`src/design/rx_payload_cfg.svh`:
```
// constants for the receive channel payload control block
`ifndef RX_PAYLOAD_CFG_SVH
`define RX_PAYLOAD_CFG_SVH

// indirect address windows, channel 1 at the base
`define CHAN_CTL_BASE     7'h01
`define TRUNK_CODE_BASE   7'h21
`define SIG_TRUNK_BASE    7'h41
`define NUM_CHANNELS      24
`define GLOBAL_CTL_ADDR   7'h60
`define STATUS_ADDR       7'h61

// channel control field positions
`define CTL_REPLACE_MSB   7
`define CTL_REPLACE_LSB   5
`define CTL_SIGN_INV      4
`define CTL_ODD_INV       3
`define CTL_EVEN_INV      2
`define CTL_LSB_GAP       1
`define CTL_CHAN_GAP      0

// global control field positions
`define GCTL_REPLACE_MSB  2
`define GCTL_REPLACE_LSB  0
`define GCTL_CLK_CTL_EN   3
`define GCTL_CLK_MASTER   4

// reset values and masks
`define CTL_RESET         8'h00
`define TRUNK_RESET       8'h00
`define SIG_TRUNK_RESET   8'h00
`define GCTL_RESET        8'h00
`define SIG_TRUNK_WMASK   8'h5F
`define GCTL_WMASK        8'h1F

// inversion masks, bit 1 of the channel is the msb
`define INV_SIGN_MASK     8'h80
`define INV_ODD_MASK      8'h2A
`define INV_EVEN_MASK     8'h55
`define GAP_ALL_MASK      8'hFF
`define GAP_LSB_MASK      8'h01

// digital milliwatt sequences, first byte in the top lane
`define MW_ALAW_SEQ       64'h34_21_21_34_B4_A1_A1_B4
`define MW_ULAW_SEQ       64'h1E_0B_0B_1E_9E_8B_8B_9E

`endif

```
`src/design/rx_payload_pkg.sv`:
```
// types shared by the receive channel payload control block
package rx_payload_pkg;

    typedef logic [7:0] byte_t;
    typedef logic [6:0] reg_addr_t;
    typedef logic [4:0] chan_idx_t;

    // replacement selection codes; other codes are reserved
    typedef enum logic [2:0] {
        REPL_NONE  = 3'h0,
        REPL_TRUNK = 3'h1,
        REPL_ALAW  = 3'h2,
        REPL_ULAW  = 3'h3
    } replace_e;

endpackage

```
`src/design/rx_payload_ctl.sv`:
```
// receive channel payload control: per-channel replacement, inversion and gapping
`timescale 1ns/1ps
`include "rx_payload_cfg.svh"

// How it works
// - addresses 01H to 18H hold channel control registers for channels 1 to 24
// - addresses 21H to 38H hold each channel's data trunk code
// - addresses 41H to 58H hold each channel's signaling trunk code
// - per-channel replacement applies only while global selection is zero
// - code 000 passes data, 001 substitutes the channel's data trunk code
// - code 010 sends A-law milliwatt, 011 sends mu-law milliwatt
// - no selector means no inversion; even selector inverts bits 2,4,6,8
// - odd selector alone inverts bits 3,5,7, msb kept
// - odd and even without sign invert bits 2 through 8
// - all three selectors invert all eight bits
// - sign adds bit 1 to whatever the odd and even selectors invert
// - in clock master mode with clock control, gap bit 8 or whole channel
// - each data trunk register holds an eight bit substitution code
module rx_payload_ctl #(
    parameter int CHANNELS = `NUM_CHANNELS
) (
    // clock and reset
    input  wire logic                  clock,
    input  wire logic                  srst,
    // register port
    input  wire rx_payload_pkg::reg_addr_t reg_addr,
    input  wire rx_payload_pkg::byte_t reg_wdata,
    input  wire logic                  reg_wr,
    input  wire logic                  reg_rd,
    output rx_payload_pkg::byte_t      reg_rdata,
    // channel bytes from the receive framer
    input  wire logic                  in_valid,
    input  wire rx_payload_pkg::chan_idx_t in_chan,
    input  wire rx_payload_pkg::byte_t in_byte,
    // channel bytes toward the system side
    output logic                       out_valid,
    output rx_payload_pkg::chan_idx_t  out_chan,
    output rx_payload_pkg::byte_t      out_byte,
    output rx_payload_pkg::byte_t      out_clk_gap
);

    typedef struct packed {
        logic hit;
        rx_payload_pkg::chan_idx_t idx;
    } slot_s;

    // channel control byte split into its fields
    typedef struct packed {
        logic [2:0] chan_replace_sel;
        logic       sign_bit_invert;
        logic       odd_bits_invert;
        logic       even_bits_invert;
        logic       lsb_clock_gap;
        logic       chan_clock_gap;
    } chan_ctl_s;

    // global control byte split into its fields
    typedef struct packed {
        logic [2:0] global_replace_sel;
        logic       per_channel_clock_ctl_en;
        logic       clock_master;
    } global_ctl_s;

    function automatic chan_ctl_s unpack_ctl(input rx_payload_pkg::byte_t b);
        chan_ctl_s c;
        c.chan_replace_sel = b[`CTL_REPLACE_MSB:`CTL_REPLACE_LSB];
        c.sign_bit_invert  = b[`CTL_SIGN_INV];
        c.odd_bits_invert  = b[`CTL_ODD_INV];
        c.even_bits_invert = b[`CTL_EVEN_INV];
        c.lsb_clock_gap    = b[`CTL_LSB_GAP];
        c.chan_clock_gap   = b[`CTL_CHAN_GAP];
        return c;
    endfunction

    function automatic global_ctl_s unpack_global(input rx_payload_pkg::byte_t b);
        global_ctl_s g;
        g.global_replace_sel       = b[`GCTL_REPLACE_MSB:`GCTL_REPLACE_LSB];
        g.per_channel_clock_ctl_en = b[`GCTL_CLK_CTL_EN];
        g.clock_master             = b[`GCTL_CLK_MASTER];
        return g;
    endfunction

    // maps an address onto a channel slot of a 24-entry window
    function automatic slot_s win_decode(input rx_payload_pkg::reg_addr_t a,
                                         input rx_payload_pkg::reg_addr_t base);
        logic [6:0] off;
        slot_s      s;
        off   = a - base;
        s.hit = (a >= base) && (off < 7'(CHANNELS));
        s.idx = off[4:0];
        return s;
    endfunction

    // picks one byte of an eight byte milliwatt sequence
    function automatic rx_payload_pkg::byte_t seq_pick(input logic [63:0] seq,
                                                       input logic [2:0]  ph);
        return seq[63 - 8 * ph -: 8];
    endfunction

    rx_payload_pkg::byte_t chan_ctl_ff  [CHANNELS];
    rx_payload_pkg::byte_t trunk_ff     [CHANNELS];
    rx_payload_pkg::byte_t sig_trunk_ff [CHANNELS];
    rx_payload_pkg::byte_t global_ctl_ff;
    rx_payload_pkg::byte_t rdata_ff;
    logic [2:0]            mw_phase_ff;
    rx_payload_pkg::chan_idx_t last_chan_ff;
    logic                  out_valid_ff;
    rx_payload_pkg::chan_idx_t out_chan_ff;
    rx_payload_pkg::byte_t out_byte_ff;
    rx_payload_pkg::byte_t out_gap_ff;

    slot_s wr_ctl;
    slot_s wr_trk;
    slot_s wr_sig;

    assign wr_ctl = win_decode(reg_addr, `CHAN_CTL_BASE);
    assign wr_trk = win_decode(reg_addr, `TRUNK_CODE_BASE);
    assign wr_sig = win_decode(reg_addr, `SIG_TRUNK_BASE);

    // one register slice per channel; each slice only sees its own write hit
    for (genvar ch = 0; ch < CHANNELS; ch++)
    begin : g_chan
        logic ctl_we;
        logic trk_we;
        logic sig_we;

        assign ctl_we = reg_wr && wr_ctl.hit && (wr_ctl.idx == 5'(ch));
        assign trk_we = reg_wr && wr_trk.hit && (wr_trk.idx == 5'(ch));
        assign sig_we = reg_wr && wr_sig.hit && (wr_sig.idx == 5'(ch));

        always_ff @(posedge clock)
        begin
            if (srst)
                chan_ctl_ff[ch] <= `CTL_RESET;
            else if (ctl_we)
                chan_ctl_ff[ch] <= reg_wdata;
        end

        always_ff @(posedge clock)
        begin
            if (srst)
                trunk_ff[ch] <= `TRUNK_RESET;
            else if (trk_we)
                trunk_ff[ch] <= reg_wdata;
        end

        always_ff @(posedge clock)
        begin
            if (srst)
                sig_trunk_ff[ch] <= `SIG_TRUNK_RESET;
            else if (sig_we)
                sig_trunk_ff[ch] <= reg_wdata & `SIG_TRUNK_WMASK;
        end
    end

    always_ff @(posedge clock)
    begin
        if (srst)
            global_ctl_ff <= `GCTL_RESET;
        else if (reg_wr && reg_addr == `GLOBAL_CTL_ADDR)
            global_ctl_ff <= reg_wdata & `GCTL_WMASK;
    end

    // read data stands only in the cycle after the strobe
    rx_payload_pkg::byte_t nxt_rdata;

    always_comb
    begin
        nxt_rdata = 8'h00;
        if (!reg_rd)
            nxt_rdata = 8'h00;
        else if (wr_ctl.hit)
            nxt_rdata = chan_ctl_ff[wr_ctl.idx];
        else if (wr_trk.hit)
            nxt_rdata = trunk_ff[wr_trk.idx];
        else if (wr_sig.hit)
            nxt_rdata = sig_trunk_ff[wr_sig.idx];
        else if (reg_addr == `GLOBAL_CTL_ADDR)
            nxt_rdata = global_ctl_ff;
        else if (reg_addr == `STATUS_ADDR)
            nxt_rdata = {mw_phase_ff, last_chan_ff};
    end

    always_ff @(posedge clock)
    begin
        if (srst)
            rdata_ff <= 8'h00;
        else
            rdata_ff <= nxt_rdata;
    end

    assign reg_rdata = rdata_ff;

    // milliwatt phase advances once per frame, after the last channel
    always_ff @(posedge clock)
    begin
        if (srst)
        begin
            mw_phase_ff  <= 3'h0;
            last_chan_ff <= 5'h00;
        end
        else if (in_valid)
        begin
            last_chan_ff <= in_chan;
            if (in_chan == 5'(CHANNELS - 1))
                mw_phase_ff <= mw_phase_ff + 3'h1;
        end
    end

    // payload path, combinational part
    logic                  chan_ok;
    rx_payload_pkg::byte_t cur_ctl;
    rx_payload_pkg::byte_t cur_trunk;
    logic [2:0]            g_sel;
    logic [2:0]            eff_sel;
    rx_payload_pkg::byte_t replaced;
    rx_payload_pkg::byte_t inv_mask;
    rx_payload_pkg::byte_t nxt_out_byte;
    rx_payload_pkg::byte_t nxt_gap;
    chan_ctl_s             cur_f;
    global_ctl_s           glob_f;

    assign chan_ok   = in_chan < 5'(CHANNELS);
    assign cur_ctl   = chan_ok ? chan_ctl_ff[in_chan] : 8'h00;
    assign cur_trunk = chan_ok ? trunk_ff[in_chan] : 8'h00;
    assign g_sel     = global_ctl_ff[`GCTL_REPLACE_MSB:`GCTL_REPLACE_LSB];
    assign cur_f     = unpack_ctl(cur_ctl);
    assign glob_f    = unpack_global(global_ctl_ff);

    always_comb
    begin
        // global selection overrides the channel's own choice
        eff_sel = (g_sel == 3'h0) ? cur_f.chan_replace_sel : glob_f.global_replace_sel;
        case (eff_sel)
            rx_payload_pkg::REPL_TRUNK: replaced = cur_trunk;
            rx_payload_pkg::REPL_ALAW:  replaced = seq_pick(`MW_ALAW_SEQ, mw_phase_ff);
            rx_payload_pkg::REPL_ULAW:  replaced = seq_pick(`MW_ULAW_SEQ, mw_phase_ff);
            default:                    replaced = in_byte;
        endcase
    end

    always_comb
    begin
        // selectors combine; sign covers bit 1 only, so every mix is an or of masks
        inv_mask = 8'h00;
        if (cur_f.sign_bit_invert)
            inv_mask = inv_mask | `INV_SIGN_MASK;
        if (cur_f.odd_bits_invert)
            inv_mask = inv_mask | `INV_ODD_MASK;
        if (cur_f.even_bits_invert)
            inv_mask = inv_mask | `INV_EVEN_MASK;
        nxt_out_byte = replaced ^ inv_mask;
    end

    always_comb
    begin
        nxt_gap = 8'h00;
        if (glob_f.clock_master && glob_f.per_channel_clock_ctl_en)
        begin
            if (cur_f.chan_clock_gap)
                nxt_gap = `GAP_ALL_MASK;
            else if (cur_f.lsb_clock_gap)
                nxt_gap = `GAP_LSB_MASK;
        end
    end

    // one cycle of latency, data outputs from flip-flops
    always_ff @(posedge clock)
    begin
        if (srst)
            out_valid_ff <= 1'b0;
        else
            out_valid_ff <= in_valid;
    end

    // data hold between bytes so a slow reader still sees the last one
    always_ff @(posedge clock)
    begin
        if (srst)
            out_chan_ff <= 5'h00;
        else if (in_valid)
            out_chan_ff <= in_chan;
    end

    always_ff @(posedge clock)
    begin
        if (srst)
            out_byte_ff <= 8'h00;
        else if (in_valid)
            out_byte_ff <= nxt_out_byte;
    end

    always_ff @(posedge clock)
    begin
        if (srst)
            out_gap_ff <= 8'h00;
        else if (in_valid)
            out_gap_ff <= nxt_gap;
    end

    assign out_valid   = out_valid_ff;
    assign out_chan    = out_chan_ff;
    assign out_byte    = out_byte_ff;
    assign out_clk_gap = out_gap_ff;

endmodule // rx_payload_ctl

```
`config.mk`:
```
export PLATFORM = sky130hd
export DESIGN_NAME = rx_payload_ctl
export DESIGN_NICKNAME = d
export VERILOG_FILES = /design/src/design/rx_payload_pkg.sv /design/src/design/rx_payload_ctl.sv
export VERILOG_INCLUDE_DIRS = /design/src /design/src/design
export SDC_FILE = /design/constraint.sdc
export NUM_CORES = 1
export LEC_CHECK = 0
export ABC_AREA = 1
export BUFFER_PORTS_ARGS = -buffer_cell sky130_fd_sc_hd__buf_2
export CAP_MARGIN = 5
export CORE_MARGIN = 3
export CORE_UTILIZATION = 30
export DETAILED_ROUTE_END_ITERATION = 7
export SLEW_MARGIN = 20
export SYNTH_ARGS = -nofsm -noshare
export SYNTH_HDL_FRONTEND = slang
export SYNTH_SLANG_ARGS = --single-unit
```
`constraint.sdc`:
```
create_clock -name clock -period 6.1 [get_ports clock]
set_input_delay 1.22 -clock clock [delete_from_list [all_inputs] [get_ports clock]]
set_output_delay 1.22 -clock clock [all_outputs]
set_load 0.02 [all_outputs]
```
After elaboration in Yosys (flattened, before gate mapping)
Memory sizes are Yosys's and may differ from the RTL's. Cells that the tools add are included.

Bits in registers: 38. Memory bits (writable): 528. Input bits: 33. Output and inout bits: 30. Memories kept: 3.

Memories: chan_ctl_ff (words 24, width 8, rd ports 2, clocked after memory_dff 0, write ports 24, line rx_payload_ctl.sv:100) `rx_payload_pkg::byte_t chan_ctl_ff [CHANNELS];`; trunk_ff (words 24, width 8, rd ports 2, clocked after memory_dff 0, write ports 24, line rx_payload_ctl.sv:101) `rx_payload_pkg::byte_t trunk_ff [CHANNELS];`; sig_trunk_ff (words 24, width 6, rd ports 1, clocked after memory_dff 0, write ports 24, line rx_payload_ctl.sv:102) `rx_payload_pkg::byte_t sig_trunk_ff [CHANNELS];`.

$add $sub $neg: 5. Order comparisons: 7. Equality and inequality tests: 75. Shift operators: 2. Mux-type cells: 305. Bitwise operators: 74. Reductions and logical operators: 86.

Operators with widths (count): $mux W8 (58); $mux W1 (219); $mux W6 (25); $shiftx A71 B33 Y8 const A (2); $eq A5 B5 Y1 const B (25); $eq A5 B4 Y1 const B (24); $logic_and A1 B1 Y1 (80); $or A1 B1 Y1 (72); $eq A5 B3 Y1 const B (12); $eq A5 B2 Y1 const B (6); $pmux W8 S3 (1); $lt A7 B5 Y1 const B (3); $eq A5 B1 Y1 const B (3); $logic_not A5 Y1 (3); $eq A7 B7 Y1 const B (2); $xor A8 B8 Y8 (1); $ge A7 B1 Y1 const B (1); $ge A7 B6 Y1 const B (1); $ge A7 B7 Y1 const B (1); $mux W7 (1); $sub A6 B6 Y7 const A (1); $sub A7 B1 Y7 const B (1); $sub A7 B6 Y7 const B (1); $sub A7 B7 Y7 const B (1); 9 further kinds (10).

Logic depth before layout (Yosys ltp)
Gate-level depths: netlist of the first run.

Depth in word-level cells: 9. Mapped depth: 22. Mapped depth without buffers: 20.

Least setup slack after synthesis of the first run
OpenSTA, ideal clock, no wires.

Kind: input to register. Start: input port reg_addr[0]. End: memory chan_ctl_ff[17][0] (netlist bit), enable pin. Library setup time: 0.329 ns. Data arrival time: 3.864 ns. Path slack: 1.907 ns. Cell stages on the path: 17. Buffers on the path: 5. Cell sequence: inv_2 clkbuf_1 clkbuf_1 clkbuf_1 ha_1 inv_2 nor2_4 nand3_1 nand2_1 inv_2 nor4_2 nand2_2 nor2_4 buf_6 buf_4 nand2_1 nand2_1.

RTL lines: start, declared (line rx_payload_ctl.sv:26) `input wire rx_payload_pkg::reg_addr_t reg_addr,`; end, declared (line rx_payload_ctl.sv:100).

Worst setup path after layout of the first run
Start: input port reg_addr[0]. End: register rdata_ff[3], in the netlist reg_rdata[3].

Longest elaborated chain between the ends: 6.

RTL lines: $sub A7 B7 Y7 / $eq A7 B7 Y1 (equally long branches); $lt A7 B5 Y1 / $mux W8 (equally long branches) (line rx_payload_ctl.sv:89, rx_payload_ctl.sv:180); $logic_and A1 B1 Y1 / $mux W8 (equally long branches) (line rx_payload_ctl.sv:89, rx_payload_ctl.sv:178); $mux W8 (line rx_payload_ctl.sv:176) `else if (wr_sig.hit)`; $mux W8 (line rx_payload_ctl.sv:174) `else if (wr_trk.hit)`; $mux W8 (*) (line rx_payload_ctl.sv:172) `else if (wr_ctl.hit)`; end signal, assigned (line rx_payload_ctl.sv:189) `rdata_ff <= nxt_rdata;`; end, declared (line rx_payload_ctl.sv:104) `rx_payload_pkg::byte_t rdata_ff;`.

Mark *: on every way between the ends. The rest lies on a longest branch, timed or not. A chain may end at the register's enable or synchronous reset.

==> metrics.md, run 1 <==
| Metric | Value |
|---|---|
| Routability congestion estimate | 0.948 |
| CP endpoint kind | flip-flop |
| CTS buffer count | 57 |
| Synth area leader | edfxtp_1 |
| Clock transition at path regs | 60 ps |
| Initial antenna violation count | 3 |
| Max Clock Freq | 223 MHz |
| Worst-path cell chain | buf_6 > inv_8 > ha_4 > clkinv_2 > buf_4 > buf_4 > a21oi_1 > a221oi_1 > a211oi_1 > a31oi_1 > o21ai_0 > a21oi_1 |
| Horiz. Die Dim | 322 um |
| Post-synth EDFFs | 528 |
| Setup violators final | 0 |
| Flops & latches, synth | 560 |
| Root Driver | clkbuf_16 |
| Run status | complete, no violations |
| Post-layout net count | 3393 |
| Die area | 104000 sq um |
| Yosys top cell area share | 0.528 |
| Via-to-Cell Ratio | 5.54 |
| Unrepaired setup endpoints after global routing | false |
| Leading post-synthesis cells by cell area | edfxtp_1 (53%), nor2_1 (9.9%), o21ai_0 (7.7%) |
| Pin count of the biggest net entering global routing | 212 |
| R2r setup slk | 3400 ps |
| Fin worst setup slack | 1620 ps |
| Slew margin rel. | 0.232 |
| CTS sink cnt | 560 |
| Max_cap viols | 0 |
| Area of the mapped netlist | 30000 sq um |
| Grt met2 use | 0.320 |
| Crit path max-delay family | buffers and inverters |
| GR Overflow Total | 0 |
| Reg2reg start | chan_ctl_ff[10][7]$_SDFFCE_PN0P_ |
| R2R depth | 16 |
| Initial DRT Pass Iterations | 6 |
| Startpoint Class | input pin |
| Starting DRC count in detailed routing | 4023 |
| Largest vdd supply drop | 0.000237 V |
| Sw power | 0.00264 W |
| Cell count after synthesis | 3462 |
| Placed insts | 4583 |
| Post-synth top cells | nor2_1 (790), edfxtp_1 (528), o21ai_0 (462), nand2_1 (441), a21oi_1 (257) |
| Total track usage | 0.202 |
| Global-route wire length before repair | 158 mm |
| Hold path endpoint | out_clk_gap[0]$_SDFFE_PP0P_ |
| Power per cell area | 284 nW/um^2 |
| Cell Rows | 115 |
| Hold Buf Count CTS | 0 |
| Vias in the first global route | 24000 |
| Post_cts resized | 0 |
| Async set-reset flop share out of synthesis | 0 |
| Via count | 26000 |
| Sum Neg Setup Slack | 0 ps |
| Worst Hold Path Cells | 2 |
| Seq/Total Area, Yosys | 0.549 |
| # Post-CTS Setup Buffers | 0 |
| Die Ht | 322 um |
| Sequential power share | 0.478 |
| Detailed Route WL | 109 mm |
| CP arrival | 4960 ps |
| Sw Share | 0.280 |
| CP peak stage delay | 750 ps |
| RR Endpoint | out_byte[6]$_SDFFE_PP0P_ |
| Pre-CTS WS | 1100 ps |
| Fin crit period | 4480 ps |
| Detail Placement HPWL | 70.4 mm |
| Starting density of the core | 0.304 |
| CTS tree | yes |
| Count of different cell masters after synthesis | 54 |
| Int Power | 0.00677 W |
| Layout area overhead | 10.1% |
| Share of post-route cells with drive strength above 1 | 0.0896 |
| Slew at the pin with the worst max-slew slack | 1140 ps |
| CTS H-tree lvls | 2 |
| Hold Vio Cnt, Final | 0 |
| CP Class | input pin to flip-flop |
| Ys flop type | edfxtp_1 |
| Min Hold Slack | 463 ps |
| Power share of the clock group | 0.386 |
| DRC viols | 0 |
| CP max stage cell | ha_4 |
| Clock Tree Buf Depth | 3 |
| Pins Over Slew Limit | 0 |
| Core region area | 98900 sq um |
| Clk_skew | 17.3 ps |
| Routed wire per std cell | 23.2 um |
| Synth warn | 0 |
| Most common cell in the netlist | nor2_1 |
| Worst-path fanout max | 77 |
| Non-filler cells, final | 4692 |
| Hold wc startpoint | out_clk_gap[0]$_SDFFE_PP0P_ |
| Logic pwr share | 0.136 |
| Busiest grt layer | met2 |
| P_leak | 12.1 nW |
| Post-synthesis net count | 3500 |
| Buf/Inv on CP | 5 |
| Clock Latency Late Sink | 630 ps |
| I/O Pins | 63 |
| Port Buf Inserts | 62 |
| Met3 Use GR | 0.0399 |
| Worst EP required | 6590 ps |
| Synth Area per Inst | 8.67 sq um |
| Fin crit share | 0.734 |
| Met1 Usage GRT | 0.265 |
| Min-Delay Path Class | flip-flop to flip-flop |
| Antenna-violating nets left | 0 |
[worst register-to-register path, cell delays in order (launching register included)]
cell and delay (ps):
edfxtp_1 360, inv_1 80, nand2_1 50, nand3_1 110, nand3_1 170, nand3_1 190
nand2_1 130, nand2_1 130, nand2_1 90, a21oi_2 500, nand2_2 260, nor2_1 150
nand2_1 90, nand3_1 70, nand2_1 50, nor2_1 100, nor2_1 40
[final cells by class]
cell class,instances,area (sq um)
repair buffers,110,761
well taps,1287,1610
clock buffers,76,1580
multi-input cells,2418,11500
flip-flops and latches,560,16500
diodes,2,5.00
fillers,10100,65800
clock inverters,31,310
inverters,208,805
[cells by family (layout without fill, tap and decap cells)]
| family | Yosys count | count (layout) | synth area share |
|---|---|---|---|
| AO/OA/AOI/OAI | 896 | 896 | 0.162 |
| XOR/XNOR | 1 | 1 | 0.000292 |
| adder cells (fa/ha/maj) | 5 | 5 | 0.00208 |
| buffers and inverters | 484 | 425 | 0.0683 |
| flip-flops | 560 | 560 | 0.549 |
| other | 0 | 2 | 0 |
| AND/OR/NAND/NOR | 1516 | 1516 | 0.218 |
[metal layers]
metal | up-vias | routed length (um)
met4 | 0 | 5870
met3 | 282 | 11500
met5 | - | 0
met1 | 12400 | 42100
li1 | 11700 | -
met2 | 1572 | 49300
[cell usage in the layout (no fill, tap or decap), drive strengths merged, types with 2 or more instances in the layout]
master      n
a31oi      15
o311ai      2
clkbuf     76
o21ai     472
bufinv      6
nand3     228
ha          5
nor2      803
a32o        3
o22ai      57
inv       202
edfxtp    528
clkinv     29
o31ai       3
o221ai     12
dfxtp      32
nand2     450
diode       2
nor4        6
a21oi     258
nor3       14
buf       110
a22oi       7
a41oi       3
o211ai     53
nand4      13
clkinvlp    2
o41ai       2
[power groups by stage]
stage               Clock [W]  Combinational [W]  Sequential (W)
finish                0.00364            0.00128         0.00449
global route          0.00381            0.00137         0.00451
CTS                   0.00366            0.00125         0.00449
detailed placement          0            0.00124         0.00457
global placement            0            0.00124         0.00457
floorplan                   0           0.000784         0.00454
[how the worst max path moves through the flow]
stage	start	to	slack, ps	cells after the start
after floorplan	reg_addr[0]	chan_ctl_ff[17][0]$_SDFFCE_PN0P_	1910	17
after global placement	reg_addr[0]	reg_rdata[3]$_SDFF_PP0_	1150	12
after detailed placement	reg_addr[0]	reg_rdata[3]$_SDFF_PP0_	1100	12
after CTS	reg_addr[0]	reg_rdata[3]$_SDFF_PP0_	1790	12
after global routing	reg_addr[0]	reg_rdata[4]$_SDFF_PP0_	1540	13
final	reg_addr[0]	reg_rdata[3]$_SDFF_PP0_	1620	12
[flip-flops by register name, summed over array words and instances, names as in the netlist]
| register | flops |
|---|---|
| chan_ctl_ff | 192 |
| global_ctl_ff | 5 |
| last_chan_ff | 5 |
| mw_phase_ff | 3 |
| out_byte | 8 |
| out_clk_gap | 2 |
| out_valid | 1 |
| reg_rdata | 8 |
| sig_trunk_ff | 144 |
| trunk_ff | 192 |
[stage by stage]
stage	instance area, sq um	power [W]	util
after global routing	33100	0.00968	0.335
after global placement	31200	0.00581	0.315
after CTS	33100	0.00940	0.334
after detailed placement	31200	0.00581	0.315
after floorplan	30000	0.00532	-
final	33100	0.00941	0.335
No activity file was read; power rests on OpenSTA's default activity.
==> run 2: changes to the inputs <==
Clock period 6.1 ns to 4.3 ns, I/O delays scaled along.
==> metrics.md, run 2 (synthesized netlist as in run 1, its figures left out) <==
| Metric | Value |
|---|---|
| Layout area overhead | 11.3% |
| Global-route wire length before repair | 154 mm |
| Largest regs | chan_ctl_ff x192, trunk_ff x192, sig_trunk_ff x144 |
| Max_cap viols | 0 |
| # Post-CTS Setup Buffers | 0 |
| Post-layout net count | 3432 |
| Most frequent CP cell | nand2_1 |
| Post_cts resized | 0 |
| CP endpoint kind | flip-flop |
| Run status | complete, no violations |
| Filler cell count | 10100 |
| Starting density of the core | 0.304 |
| Commonest non-fill, non-tap cell in the layout | nor2_1 |
| Clk_skew | 34.8 ps |
| Antenna-violating nets left | 0 |
| Core region area | 98900 sq um |
| Starting DRC count in detailed routing | 3320 |
| Hold wc startpoint | out_clk_gap[0]$_SDFFE_PP0P_ |
| Cell Rows | 115 |
| Worst-path cell chain | buf_2 > inv_1 > ha_4 > nand2_1 > inv_2 > nor2_2 > inv_2 > nand2_1 > buf_4 > a21oi_1 > nor4_1 > o21ai_0 > nand2_1 > a21oi_1 |
| Die area | 104000 sq um |
| Total power | 0.0132 W |
| Via-to-Cell Ratio | 5.47 |
| Slew margin rel. | 0.297 |
| Sum Neg Setup Slack | 0 ps |
| Crit path max-delay family | simple AND/OR/NAND/NOR gates |
| CP arrival | 3710 ps |
| Worst EP required | 4800 ps |
| Max Clock Freq | 312 MHz |
| Hold Vio Cnt, Final | 0 |
| CTS H-tree lvls | 2 |
| Fin crit period | 3210 ps |
| Port Buf Inserts | 62 |
| # diodes | 0 |
| Clock Latency Late Sink | 640 ps |
| CTS buffer count | 57 |
| Routability congestion estimate | 0.912 |
| Initial antenna violation count | 1 |
| R2r setup slk | 2010 ps |
| Vias in the first global route | 23800 |
| Pins Over Slew Limit | 0 |
| I/O Pins | 63 |
| Root Driver | clkbuf_16 |
| Non-filler cells, final | 4730 |
| Fin worst setup slack | 1090 ps |
| Min-Delay Path Class | flip-flop to flip-flop |
| Pin count of the biggest net entering global routing | 185 |
| Largest vdd supply drop | 0.000367 V |
| CP Class | input pin to flip-flop |
| Setup violators final | 0 |
| Routed wire per std cell | 22.1 um |
| Worst Hold Path Cells | 2 |
| CP max stage cell | nor4_1 |
| RR Endpoint | out_byte[6]$_SDFFE_PP0P_ |
| Slew at the pin with the worst max-slew slack | 1050 ps |
| CTS sink cnt | 560 |
| Power per cell area | 394 nW/um^2 |
| Buf/Inv on CP | 5 |
| Horiz. Die Dim | 322 um |
| P_leak | 12.3 nW |
| Share of post-route cells with drive strength above 1 | 0.100 |
| Hold path endpoint | out_clk_gap[0]$_SDFFE_PP0P_ |
| Fin crit share | 0.746 |
| Worst-path fanout max | 9 |
| Detail Placement HPWL | 69.4 mm |
| Die Ht | 322 um |
| Clock Tree Buf Depth | 3 |
| DRC viols | 0 |
| Pre-CTS WS | 556 ps |
| Detailed Route WL | 105 mm |
| CTS tree | yes |
| Startpoint Class | input pin |
| Via count | 25900 |
| Initial DRT Pass Iterations | 6 |
| Most frequent cells in the layout | nor2_1 (790), edfxtp_1 (528), o21ai_0 (462) |
| Placed insts | 4622 |
| R2R depth | 19 |
| Unrepaired setup endpoints after global routing | false |
| Total track usage | 0.196 |
| Reg2reg start | chan_ctl_ff[0][7]$_SDFFCE_PN0P_ |
| CP peak stage delay | 630 ps |
| Hold Buf Count CTS | 0 |
| Clock transition at path regs | 60 ps |
| GR Overflow Total | 0 |
run 2: cell types whose count changed in the layout (fill, tap and decap cells not counted), sizes merged:
cell | previous run | this run
buf | 110 | 149
bufinv | 6 | 3
clkbuf | 76 | 75
clkinv | 29 | 34
clkinvlp | 2 | 3
diode | 2 | 0
inv | 202 | 201
run 2: worst min-delay path, delay by kind of cell, from the launching register on:
| family | cells | cell delay, ps |
|---|---|---|
| AO/OA/AOI/OAI | 1 | 60 |
| AND/OR/NAND/NOR | 1 | 60 |
| flip-flops | 1 | 310 |
run 2: how the worst max path moves through the flow:
stage,start,to,slack [ps],cells after the start
2_1_floorplan,reg_addr[0],chan_ctl_ff[19][0]$_SDFFCE_PN0P_,470,17
3_3_place_gp,reg_addr[1],trunk_ff[9][6]$_SDFFCE_PN0P_,590,14
3_5_place_dp,reg_addr[1],sig_trunk_ff[22][5]$_SDFFCE_PN0P_,560,14
4_1_cts,reg_addr[1],sig_trunk_ff[22][5]$_SDFFCE_PN0P_,1180,14
5_1_grt,reg_addr[1],sig_trunk_ff[12][1]$_SDFFCE_PN0P_,930,14
6_report,reg_addr[1],reg_rdata[7]$_SDFF_PP0_,1090,14
run 2: layout make-up:
| cell class | count | area (sq um) | share of cell area |
|---|---|---|---|
| clock buffers | 75 | 1570 | 0.0469 |
| flip-flops and latches | 560 | 16500 | 0.494 |
| repair buffers | 149 | 1170 | 0.0349 |
| multi-input cells | 2418 | 11500 | 0.344 |
| well taps | 1287 | 1610 | 0.0482 |
| inverters | 208 | 806 | 0.0241 |
| clock inverters | 33 | 262 | 0.00783 |
run 2: power by group:
group          switching, W  leakage (nW)  internal, W  total, W
Clock               0.00219         0.898      0.00275   0.00494
Sequential         0.000134          5.28      0.00623   0.00637
Combinational       0.00139          6.15     0.000463   0.00185
Total               0.00371          12.3      0.00945    0.0132
run 2: per-layer routing:
layer	GRT usage	share of wire	vias up
met2	0.312	0.45	1396
met4	0.0945	0.053	0
li1	-	-	11800
met3	0.0329	0.096	234
met1	0.258	0.40	12400
met5	0	0	-
run 2: per-stage QoR:
stage | hold slack, ps | util | instance area (sq um)
floorplan | 447 | - | 30000
global placement | 454 | 0.319 | 31600
detailed placement | 468 | 0.319 | 31600
CTS | 477 | 0.338 | 33400
global route | 518 | 0.338 | 33400
finish | 472 | 0.338 | 33400
